$ cat src/include/rcb_pkg.sv
package rcb_pkg;

    // -----------------------------------------------------------------
    // register offsets (plain port, word index)
    // -----------------------------------------------------------------
    localparam logic [3:0] RCB_ADDR_CAUSE = 4'h0;   // reset_cause_flags
    localparam logic [3:0] RCB_ADDR_BOOT = 4'h1;    // boot_select_config
    localparam logic [3:0] RCB_ADDR_PERIPH = 4'h2;  // software peripheral reset select
    localparam logic [3:0] RCB_ADDR_CTRL = 4'h3;    // system request and remap control
    localparam logic [3:0] RCB_ADDR_IRQ_ST = 4'h4;  // event status, cleared on read
    localparam logic [3:0] RCB_ADDR_IRQ_MASK = 4'h5; // event mask
    localparam logic [3:0] RCB_ADDR_STATUS = 4'h6;  // boot state and outcome

    // -----------------------------------------------------------------
    // reset cause bit positions
    // -----------------------------------------------------------------
    localparam int RCB_CAUSE_W = 6;
    localparam int RCB_C_POR = 0;
    localparam int RCB_C_EXT = 1;
    localparam int RCB_C_DROOP = 2;
    localparam int RCB_C_SW = 3;
    localparam int RCB_C_WDOG = 4;
    localparam int RCB_C_OSC = 5;
    localparam logic [RCB_CAUSE_W-1:0] RCB_CAUSE_RST = 6'h01; // power-on leaves only its own flag

    // -----------------------------------------------------------------
    // boot_select_config fields
    // -----------------------------------------------------------------
    localparam int RCB_BOOT_EN = 0;       // enable pin check
    localparam int RCB_BOOT_POL = 1;      // level that selects the loader
    localparam int RCB_BOOT_PIN_LSB = 2;  // pin index field
    localparam logic [31:0] RCB_BOOT_RST = 32'hffff_fffe;

    // -----------------------------------------------------------------
    // control register bits, flash addresses, timing
    // -----------------------------------------------------------------
    localparam int RCB_CTRL_SYSREQ = 0;   // system_reset_request, self clearing
    localparam int RCB_CTRL_REMAP = 1;    // rom overlay status / write one to clear
    localparam logic [31:0] RCB_SP_ADDR = 32'h0000_0000;
    localparam logic [31:0] RCB_VEC_ADDR = 32'h0000_0004;
    localparam logic [31:0] RCB_BLANK = 32'hffff_ffff;
    localparam int RCB_SYNC_STAGES = 3;
    localparam int RCB_CLK_MHZ = 50;

    // -----------------------------------------------------------------
    // boot sequencer states
    // -----------------------------------------------------------------
    typedef enum logic [2:0] {
        RCB_ST_RESET,
        RCB_ST_UNMAP,
        RCB_ST_PIN,
        RCB_ST_VEC,
        RCB_ST_SP,
        RCB_ST_LOADER,
        RCB_ST_RUN
    } rcb_state_e;

endpackage : rcb_pkg

$ cat src/verilog/rcb_reset_ctrl.sv
// Overview of operation
// - six independent reset request inputs accepted
// - por droop sw wdog osc reset everything
// - peripheral reset only selected blocks, core runs
// - external pin resets core, peripherals, not tap
// - set cause flag of the reset source
// - flags sticky; por clears others, sets own
// - write zero clears flag, one keeps it
// - core reset overlays rom on flash
// - boot first clears remap, flash at zero
// - enabled boot pin matching polarity enters loader
// - blank reset vector enters loader
// - valid vector loads pc then sp, run
// - por resets all logic including tap
// - hold reset until por inactive, then fetch
// - por request only on initial power-up
// - reset held while external pin asserted
module rcb_reset_ctrl
#(
    parameter int PERIPH_W = 32,   // number of peripheral reset lines
    parameter int GPIO_W = 64      // number of selectable boot pins
)
(
    // clock and power-on reset
    input wire logic clock,
    input wire logic rst_n,
    // reset requests
    input wire logic ext_reset_n,
    input wire logic supply_droop_reset,
    input wire logic wdog_reset,
    input wire logic main_oscillator_fail,
    // register port
    input wire logic [3:0] reg_addr,
    input wire logic [31:0] reg_wdata,
    input wire logic reg_wr,
    input wire logic reg_rd,
    output logic [31:0] reg_rdata,
    // boot inputs
    input wire logic [GPIO_W-1:0] gpio_in,
    output logic flash_rd,
    output logic [31:0] flash_addr,
    input wire logic [31:0] flash_rdata,
    // reset outputs
    output logic core_reset_n,
    output logic tap_reset_n,
    output logic [PERIPH_W-1:0] periph_reset_n,
    // boot results
    output logic rom_remap,
    output logic boot_done,
    output logic boot_loader,
    output logic [31:0] boot_sp,
    output logic [31:0] boot_pc,
    // interrupt
    output logic irq
);
    import rcb_pkg::*;

    // -----------------------------------------------------------------
    // state
    // -----------------------------------------------------------------
    logic [RCB_CAUSE_W-1:0] cause_ff;          // sticky reset cause flags
    logic [RCB_CAUSE_W-1:0] nxt_cause;
    logic [31:0] boot_cfg_ff;                  // boot_select_config
    logic [PERIPH_W-1:0] periph_sel_ff;        // software peripheral reset select
    logic sysreq_ff;                           // one-cycle system request
    logic [RCB_SYNC_STAGES-1:0] sys_sync_ff;   // system reset release chain
    logic [RCB_SYNC_STAGES-1:0] tap_sync_ff;   // tap reset release chain
    logic [RCB_CAUSE_W-1:0] pend_ff;           // causes seen during current reset
    logic [1:0] st_ev_ff;                      // event status: boot done, loader
    logic [1:0] mask_ff;                       // event mask
    rcb_state_e state_ff;
    rcb_state_e nxt_state;
    logic [31:0] rdata_ff;
    logic [31:0] sp_ff;
    logic [31:0] pc_ff;
    logic remap_ff;
    logic loader_ff;
    logic done_ff;

    // -----------------------------------------------------------------
    // reset source combination
    // -----------------------------------------------------------------
    // full-system requests (not the pin, which spares the tap)
    wire sys_req = supply_droop_reset | wdog_reset | main_oscillator_fail | sysreq_ff;
    // anything besides power-on that resets the core
    wire core_req = sys_req | ~ext_reset_n;
    // core reset released synchronously from the last stage
    wire core_rel = sys_sync_ff[RCB_SYNC_STAGES-1];
    wire tap_rel = tap_sync_ff[RCB_SYNC_STAGES-1];
    wire [RCB_CAUSE_W-1:0] req_vec;
    assign req_vec[RCB_C_POR] = 1'b0;
    assign req_vec[RCB_C_EXT] = ~ext_reset_n;
    assign req_vec[RCB_C_DROOP] = supply_droop_reset;
    assign req_vec[RCB_C_SW] = sysreq_ff;
    assign req_vec[RCB_C_WDOG] = wdog_reset;
    assign req_vec[RCB_C_OSC] = main_oscillator_fail;

    // -----------------------------------------------------------------
    // reset release synchronisers
    // -----------------------------------------------------------------
    // tap chain: only power-on and full-system requests reset it
    always_ff @(posedge clock or negedge rst_n)
    begin
        if (!rst_n)
            tap_sync_ff <= '0;
        else if (sys_req)
            tap_sync_ff <= '0;
        else
            tap_sync_ff <= {tap_sync_ff[RCB_SYNC_STAGES-2:0], 1'b1};
    end

    // core chain: also held by the external pin
    always_ff @(posedge clock or negedge rst_n)
    begin
        if (!rst_n)
            sys_sync_ff <= '0;
        else if (core_req)
            sys_sync_ff <= '0;
        else
            sys_sync_ff <= {sys_sync_ff[RCB_SYNC_STAGES-2:0], 1'b1};
    end

    // -----------------------------------------------------------------
    // reset outputs
    // -----------------------------------------------------------------
    assign core_reset_n = core_rel;
    assign tap_reset_n = tap_rel;
    // peripherals follow the core reset plus their own select bit
    assign periph_reset_n = {PERIPH_W{core_rel}} & ~periph_sel_ff;

    // -----------------------------------------------------------------
    // register decode
    // -----------------------------------------------------------------
    // write strobes per register word
    wire wr_cause = reg_wr & (reg_addr == RCB_ADDR_CAUSE);
    wire wr_boot = reg_wr & (reg_addr == RCB_ADDR_BOOT);
    wire wr_periph = reg_wr & (reg_addr == RCB_ADDR_PERIPH);
    wire wr_ctrl = reg_wr & (reg_addr == RCB_ADDR_CTRL);
    wire wr_mask = reg_wr & (reg_addr == RCB_ADDR_IRQ_MASK);
    wire rd_st = reg_rd & (reg_addr == RCB_ADDR_IRQ_ST);
    logic [31:0] rd_mux;
    // read selection; unmapped words read zero
    always_comb
    begin
        if (reg_addr == RCB_ADDR_CAUSE)
            rd_mux = {{(32-RCB_CAUSE_W){1'b0}}, cause_ff};
        else if (reg_addr == RCB_ADDR_BOOT)
            rd_mux = boot_cfg_ff;
        else if (reg_addr == RCB_ADDR_PERIPH)
            rd_mux = 32'(periph_sel_ff);
        else if (reg_addr == RCB_ADDR_CTRL)
            rd_mux = {30'h0, remap_ff, 1'b0};
        else if (reg_addr == RCB_ADDR_IRQ_ST)
            rd_mux = {30'h0, st_ev_ff};
        else if (reg_addr == RCB_ADDR_IRQ_MASK)
            rd_mux = {30'h0, mask_ff};
        else if (reg_addr == RCB_ADDR_STATUS)
            rd_mux = {27'h0, loader_ff, done_ff, 3'(state_ff)};
        else
            rd_mux = 32'h0000_0000;            // unmapped reads zero
    end

    // read data registered one cycle after the strobe
    always_ff @(posedge clock or negedge rst_n)
    begin
        if (!rst_n)
            rdata_ff <= 32'h0000_0000;
        else if (reg_rd)
            rdata_ff <= rd_mux;
        else
            rdata_ff <= 32'h0000_0000;
    end
    assign reg_rdata = rdata_ff;

    // -----------------------------------------------------------------
    // reset cause flags
    // -----------------------------------------------------------------
    // causes set as seen and also latched while reset is held, applied again at release
    // a cause that drops before release is still recorded
    always_ff @(posedge clock or negedge rst_n)
    begin
        if (!rst_n)
            pend_ff <= '0;
        else if (core_rel)
            pend_ff <= req_vec;
        else
            pend_ff <= pend_ff | req_vec;
    end

    // write zero clears; a new cause wins over the clear
    always_comb
    begin
        nxt_cause = cause_ff;
        if (wr_cause)
            nxt_cause = cause_ff & reg_wdata[RCB_CAUSE_W-1:0];
        if (core_rel)
            nxt_cause = nxt_cause | pend_ff | req_vec;
        else
            nxt_cause = nxt_cause | req_vec;
    end

    // power-on only comes through rst_n, once per supply
    always_ff @(posedge clock or negedge rst_n)
    begin
        if (!rst_n)
            cause_ff <= RCB_CAUSE_RST;
        else
            cause_ff <= nxt_cause;
    end

    // -----------------------------------------------------------------
    // software control registers
    // -----------------------------------------------------------------
    // boot config and peripheral select survive core resets
    always_ff @(posedge clock or negedge rst_n)
    begin
        if (!rst_n)
        begin
            boot_cfg_ff <= RCB_BOOT_RST;
            periph_sel_ff <= '0;
            mask_ff <= 2'h0;
        end
        else
        begin
            if (wr_boot)
                boot_cfg_ff <= reg_wdata;
            if (wr_periph)
                periph_sel_ff <= reg_wdata[PERIPH_W-1:0];
            if (wr_mask)
                mask_ff <= reg_wdata[1:0];
        end
    end

    // system request pulse, cleared as soon as it takes effect
    // gated by core_rel so a write during reset cannot re-arm it
    always_ff @(posedge clock or negedge rst_n)
    begin
        if (!rst_n)
            sysreq_ff <= 1'b0;
        else
            sysreq_ff <= wr_ctrl & reg_wdata[RCB_CTRL_SYSREQ] & core_rel;
    end

    // -----------------------------------------------------------------
    // decode helpers
    // -----------------------------------------------------------------
    // true for the two states that end the boot decision
    function automatic logic is_final(input rcb_state_e st);
        return (st == RCB_ST_LOADER) || (st == RCB_ST_RUN);
    endfunction : is_final

    // -----------------------------------------------------------------
    // boot sequencer
    // -----------------------------------------------------------------
    // pin index truncated to the gpio width in use
    wire [5:0] pin_idx = boot_cfg_ff[RCB_BOOT_PIN_LSB +: 6];
    wire pin_lvl = gpio_in[pin_idx[$clog2(GPIO_W)-1:0]];
    wire pin_hit = boot_cfg_ff[RCB_BOOT_EN] & (pin_lvl == boot_cfg_ff[RCB_BOOT_POL]);

    // walk: reset, unmap, pin, vector, stack word, run; pin or vector can branch to loader
    // next state of the boot decision
    always_comb
    begin
        nxt_state = state_ff;
        case (state_ff)
            RCB_ST_RESET: nxt_state = core_rel ? RCB_ST_UNMAP : RCB_ST_RESET;
            RCB_ST_UNMAP: nxt_state = RCB_ST_PIN;
            RCB_ST_PIN: nxt_state = pin_hit ? RCB_ST_LOADER : RCB_ST_VEC;
            RCB_ST_VEC: nxt_state = (flash_rdata == RCB_BLANK) ? RCB_ST_LOADER : RCB_ST_SP;
            RCB_ST_SP: nxt_state = RCB_ST_RUN;
            default: nxt_state = state_ff;
        endcase
        // any drop of the core reset restarts the decision from the top
        if (!core_rel)
            nxt_state = RCB_ST_RESET;
    end

    // state, overlay and loaded words
    always_ff @(posedge clock or negedge rst_n)
    begin
        if (!rst_n)
        begin
            state_ff <= RCB_ST_RESET;
            remap_ff <= 1'b1;
            sp_ff <= 32'h0000_0000;
            pc_ff <= 32'h0000_0000;
            loader_ff <= 1'b0;
            done_ff <= 1'b0;
        end
        else
        begin
            state_ff <= nxt_state;
            if (!core_rel)
            begin
                remap_ff <= 1'b1;
                loader_ff <= 1'b0;
                done_ff <= 1'b0;
            end
            else
            begin
                if (state_ff == RCB_ST_UNMAP)
                    remap_ff <= 1'b0;
                else if (wr_ctrl & reg_wdata[RCB_CTRL_REMAP])
                    remap_ff <= 1'b0;
                if (state_ff == RCB_ST_VEC)
                    pc_ff <= flash_rdata;
                if (state_ff == RCB_ST_SP)
                    sp_ff <= flash_rdata;
                if (nxt_state == RCB_ST_LOADER && state_ff != RCB_ST_LOADER)
                    loader_ff <= 1'b1;
                if (is_final(nxt_state) && state_ff != nxt_state)
                    done_ff <= 1'b1;
            end
        end
    end

    // flash reads: vector first, then stack pointer word
    assign flash_rd = (state_ff == RCB_ST_VEC) | (state_ff == RCB_ST_SP);
    assign flash_addr = (state_ff == RCB_ST_SP) ? RCB_SP_ADDR : RCB_VEC_ADDR;
    assign rom_remap = remap_ff;
    assign boot_done = done_ff;
    assign boot_loader = loader_ff;
    assign boot_sp = sp_ff;
    assign boot_pc = pc_ff;

    // -----------------------------------------------------------------
    // interrupt: boot done and loader entered, cleared on read
    // -----------------------------------------------------------------
    // one-cycle pulse as the decision settles
    wire ev_done = (state_ff != nxt_state) & is_final(nxt_state) & core_rel;
    wire ev_ldr = ev_done & (nxt_state == RCB_ST_LOADER);
    always_ff @(posedge clock or negedge rst_n)
    begin
        if (!rst_n)
            st_ev_ff <= 2'h0;
        else
            st_ev_ff <= (rd_st ? 2'h0 : st_ev_ff) | {ev_ldr, ev_done};
    end
    assign irq = |(st_ev_ff & mask_ff);

endmodule : rcb_reset_ctrl

$ cat config.mk
export PLATFORM = sky130hd
export DESIGN_NAME = rcb_reset_ctrl
export DESIGN_NICKNAME = d
export VERILOG_FILES = /design/src/include/rcb_pkg.sv /design/src/verilog/rcb_reset_ctrl.sv
export SDC_FILE = /design/constraint.sdc
export NUM_CORES = 1
export LEC_CHECK = 0
export BUFFER_PORTS_ARGS = -buffer_cell sky130_fd_sc_hd__buf_2
export CELL_PAD_IN_SITES_DETAIL_PLACEMENT = 1
export CELL_PAD_IN_SITES_GLOBAL_PLACEMENT = 2
export CORE_ASPECT_RATIO = 0.6
export CORE_MARGIN = 2
export CORE_UTILIZATION = 28
export CTS_BUF_LIST = sky130_fd_sc_hd__clkbuf_4 sky130_fd_sc_hd__clkbuf_8 sky130_fd_sc_hd__clkbuf_16
export DETAILED_ROUTE_END_ITERATION = 7
export PLACE_DENSITY = 0.81
export SLEW_MARGIN = 30
export SYNTH_ARGS = -nofsm -noshare
export SYNTH_HDL_FRONTEND = slang
export SYNTH_SLANG_ARGS = --single-unit
$ cat constraint.sdc
create_clock -name clock -period 2 [get_ports clock]
set_input_delay 0.1 -clock clock [delete_from_list [all_inputs] [get_ports clock]]
set_output_delay 0.1 -clock clock [all_outputs]
set_load 0.02 [all_outputs]
# Word-level counts from Yosys, hierarchy flattened
# Cells that the tools add are included.
[totals] reg_bits=189 latchBits=0 mem_bits_rw=0 mem_bits_ro=0 input_bits=140 out_inout_bits=167 elab_cells=100 memories=0
[classes] add_sub_neg=0 mul=0 div_mod_pow=0 magnitude_cmp=1 eq_ne=19 n_shift=0 mux=28 bitwise=28 reduce_logical=8
[ops] op="$mux W32" n=4
[ops] op="$and A32 B32 Y32" n=1
[ops] op="$eq A32 B32 Y1 const B" n=1
[ops] op="$not A32 Y32" n=1
[ops] op="$or A6 B6 Y6" n=4
[ops] op="$mux W5" n=4
[ops] op="$mux W6" n=3
[ops] op="$mux W3" n=5
[ops] op="$pmux W3 S5" n=1
[ops] op="$and A1 B1 Y1" n=13
[ops] op="$eq A4 B3 Y1 const B" n=3
[ops] op="$eq A3 B3 Y1 const B" n=3
[ops] op="$mux W1" n=9
[ops] op="$eq A4 B2 Y1 const B" n=2
[ops] op="$lt A6 B7 Y1 const B" n=1
[ops] op="$and A6 B6 Y6" n=1
[ops] op="$bmux W1 S6" n=1
[ops] op="$eq A3 B2 Y1 const B" n=2
[ops] op="$or A1 B1 Y1" n=5
[ops] op="$eq A4 B1 Y1 const B" n=1
[ops] op="$logic_not A4 Y1" n=1
[ops] op="$ne A2 B1 Y1 const B" n=2
[ops] op="$reduce_and A2 Y1" n=2
[ops] op="$eq A3 B1 Y1 const B" n=1
[ops] op="12 further kinds" n=13

# Longest topological paths before layout
[depth] depth_word=13 ltp_mapped=9 mapped_depth_nobuf=7

# Worst setup path after synthesis
# OpenSTA, ideal clock, no wires.
[synth_timing] path_type="register to register" start="reg boot_cfg_ff[2]" end="reg state_ff[1]" setup_ps=126 arrival_time_ps=2098 required_ps=1874 setup_slack_ps=-224 path_stages_with_launch=8 n_path_buf=1 period_less_slack_ps=2224 path_cell_list="dfstp_2 -> buf_6 -> mux4_2 -> o211ai_1 -> o211ai_1 -> xor2_1 -> o22a_1 -> a311o_1"
[synth_between] elab_chain_len=7
[synth_lines] element="from (decl)" line_no="rcb_reset_ctrl.sv:63" text="logic [31:0] boot_cfg_ff;"
[synth_lines] element="from (signal assigned)" line_no="rcb_reset_ctrl.sv:226" text="boot_cfg_ff <= reg_wdata;"
[synth_lines] element="$bmux W1 S6" line_no="rcb_reset_ctrl.sv:257" text="wire pin_lvl = gpio_in[pin_idx[$clog2(GPIO_W)-1:0]];"
[synth_lines] element="$mux W1 (implied by the code)" line_no="rcb_reset_ctrl.sv:257"
[synth_lines] element="$eq A1 B1 Y1" line_no="rcb_reset_ctrl.sv:258" text="wire pin_hit = boot_cfg_ff[RCB_BOOT_EN] & (pin_lvl == boot_cfg_ff[RCB_BOOT_POL]);"
[synth_lines] element="$and A1 B1 Y1" line_no="rcb_reset_ctrl.sv:258"
[synth_lines] element="$mux W3" line_no="rcb_reset_ctrl.sv:268" text="RCB_ST_PIN: nxt_state = pin_hit ? RCB_ST_LOADER : RCB_ST_VEC;"
[synth_lines] element="$pmux W3 S5" line_no="rcb_reset_ctrl.sv:265" text="case (state_ff)"
[synth_lines] element="$mux W3" line_no="rcb_reset_ctrl.sv:274" text="if (!core_rel)"
[synth_lines] element="named net nxt_state[1]" line_no="rcb_reset_ctrl.sv:72" text="rcb_state_e nxt_state;"
[synth_lines] element="to (signal assigned)" line_no="rcb_reset_ctrl.sv:292" text="state_ff <= nxt_state;"
[synth_lines] element="to (decl)" line_no="rcb_reset_ctrl.sv:71" text="rcb_state_e state_ff;"
# The timed path passes the listed nets, and every way through them passes these cells. The select of a mux whose other input is x is not followed.
# A chain may end at the register's enable or synchronous reset.

# Worst setup path after layout
# Ends and elaborated chain as after synthesis.

==> results.md <==
* Initial Util at 28.81%
* Total clock sinks at 188
* Nature of the critical path endpoint: flip-flop
* Critical path's slowest cell: dfstp_2
* Largest fanout on the critical path at 4
* Met3 GRT Util at 4.174%
* GRT Residual Overflow at 0
* Root Buffer: clkbuf_16
* Synth Instances at 682
* Area growth syn-to-layout at 40.51%
* Placer Congestion at 0.7785
* WL per Instance at 18.88 um
* Startpoint Class: flip-flop
* Async S/R FF share, synth at 100.0%
* VDD IR-drop max at 0.0006069 V
* Most frequent cells after synthesis: 155 x dfrtp_1, 128 x mux2_2, 78 x nor2_1
* Fin area at 11770 um2
* IO buf count at 275
* Max cap viols at 0
* Reg area at 4746 um2
* Cell Rows at 48
* Multi-input logic area at 3366 um2
* Yosys warns at 0
* First-pass GRT wire length at 41.20 mm
* TritonCTS clock tree: yes
* Leak pwr at 5.766 nW
* Non-filler instance count after layout at 1461
* Final net count at 1187
* Dpl cells at 1358
* GR met1 Demand/Resource at 24.20%
* Initial antenna violation count at 1
* Synth top area cells: dfrtp_1 46%, mux2_2 17%, dfstp_2 10%
* Status: finished with violations
* Yosys cell types at 46
* Tot GR Track Use at 17.50%
* Routed WL at 27.59 mm
* GRT busiest layer: met2
* Final setup margin at -0.5027 ns
* First-pass DRT Iterations at 4
* FILL cells at 3247
* Req. time, crit path at 2.31 ns
* Drt first-iter violations at 270
* Final Cycle Share at 125.1%
* Cell taking the most area after synthesis: dfrtp_1
* Cts bufs inserted at 17
* Post-Syn Area per Cell at 12.28 um2
* Cell Area, Placed at 10420 um2
* Max stage delay on crit path at 0.60 ns
* H-tree Lvls at 4
* # IOs at 307
* Failing checks: negative setup slack
* Clock latency on the worst-skew pair at 0.43 ns
* Clock Path Buffers at 2
* Die X at 227.3 um
* Number of global-route vias before repair at 7121
* #FFs+latches synth at 188
* Vias at 6655
* Hpwl dp at 20.23 mm
* Grt met2 use at 27.73%
* Register area share after synthesis at 56.67%
* Critical path arrival at 2.81 ns
* Hold Path Class: in -> reg
* Pre-CTS setup slack at -0.4986 ns
* Setup Skew at 0.009850 ns
* Final-report max-slew violation count at 0
* Final min period at 2.503 ns
* Setup Total Neg Slack at -2.366 ns
* DIE AREA at 31350 um2
* CP cell instances: mux4_2 -> nand2b_4 -> a32oi_1 -> o211ai_1 -> xor2_1 -> o22a_1 -> a311o_1
* Chip height at 138.0 um
* Design Power at 9.889 mW
* CORE AREA at 29070 um2
* Setup Viol. Count Final at 6
* Synth Flop Type: dfrtp_1
* Largest net degree at the start of global routing at 51
* Via density at 4.555
* Post-synth EDFFs at 0
* Post-route DRC at 0
* Final hold vios at 0
* Synthesized area at 8374 um2
* Fmax at 399.6 MHz
* Count leader, synth: dfrtp_1
* Clock transition at path regs at 0.07 ns
* CP Class: reg -> reg
* RSZ-0062 raised after global routing: true
* Layout cells sized above 1 at 49.25%
* Antenna Nets Post-Route at 0
* Synth top area share at 46.32%
* Power per Cell Area at 840.5 nW/um2
[cells in the final DEF (no fill, tap or decap), drive strengths merged, types with 4 or more instances in the layout]
cell         netlist  layout
nor2b              4       4
a21o               4       4
nand4             15      15
nand3              7       7
conb               1      31
nor2              78      78
bufinv             0       4
o21ai             17      17
and2               6       6
a22oi             31      31
clkinv             0       5
nor3               5       5
nand2b             7       7
mux4               4       4
dfrtp            155     155
clkbuf            20      19
mux2             128     128
inv                9      14
buf               46     311
a21oi             16      16
dlygate4sd3        0      70
nand2             33      33
dfstp             33      33
mux2i             31      31
nor4               4       4
[layer usage]
layer  wire length, um  vias up
li1                  -     3083
met2             13020      171
met5                 0        -
met3              1608       18
met1             12720     3383
met4               236        0
[cells by family after synthesis]
family	synth area share, %
mux	21.99
compound gates	6.963
other cells	0.04478
xor+xnor	0.2092
simple gates	9.039
buf+inv	5.080
flops	56.67
[cell type report]
class	count	area share [%]
sequential	188	40.33
multi-input combinational	449	28.60
timing repair buffer	382	21.21
tap	400	4.254
clock buffer	18	3.679
clock inverter	14	1.606
inverter	9	0.2871
antenna	1	0.02127
[final timing paths]
kind	start	endpoint	slack (ns)	cells after the start
min reg2reg	flip-flop	flip-flop	0.46	1
max in group asynchronous	rst_n	boot_cfg_ff[14]$_DFFE_PN1P_	1.13	3
min	reg_wr	sysreq_ff$_DFF_PN0_	0.04	3
max reg2reg	boot_cfg_ff[2]$_DFFE_PN1P_	state_ff[1]$_DFF_PN0_	-0.50	7
min in group asynchronous	rst_n	boot_pc[16]$_DFFE_PN0P_	0.17	2
max	boot_cfg_ff[2]$_DFFE_PN1P_	state_ff[1]$_DFF_PN0_	-0.50	7
[registers in the layout (all words and copies together), names as in the netlist, 3 cells and up, named ones only]
name and cells:
boot_cfg_ff 32, boot_pc 32, boot_sp 32, cause_ff 5
pend_ff 5, periph_sel_ff 32, reg_rdata 32, state_ff 3
sys_sync_ff 3, tap_sync_ff 3
[report_power, final]
part | switching [mW] | leakage [nW] | internal [mW]
logic | 0.806 | 3.12 | 0.864
clock network | 1.54 | 0.313 | 2.12
registers | 0.282 | 2.33 | 4.28
[per-stage QoR]
stage / util [%] / hold slack, ns
after floorplan: - / -0.1956
after CTS: 40.40 / 0.01370
after global routing: 40.48 / 0.04063
after global placement: 35.83 / 0.08722
after detailed placement: 35.83 / 0.08636
final: 40.48 / 0.04018
[critical path, delay by kind of cell, from the launching register on]
family	cells	cell delay, ns
and+or+nand+nor	1	0.15
muxes	1	0.52
AOI/OAI and AO/OA	4	0.90
DFF	1	0.60
xor gates and xnor gates	1	0.22
[what timing repair did]
item / 4_1_cts / 5_1_grt
endpoints found under the setup margin: 6 / 6
hold endpoints to repair: 232 / 0
setup buffers: 0 / 0
pin swaps: 1 / 5
hold buffers: 70 / 0
resized for setup: 1 / 4
No activity file was read; power rests on OpenSTA's default activity.
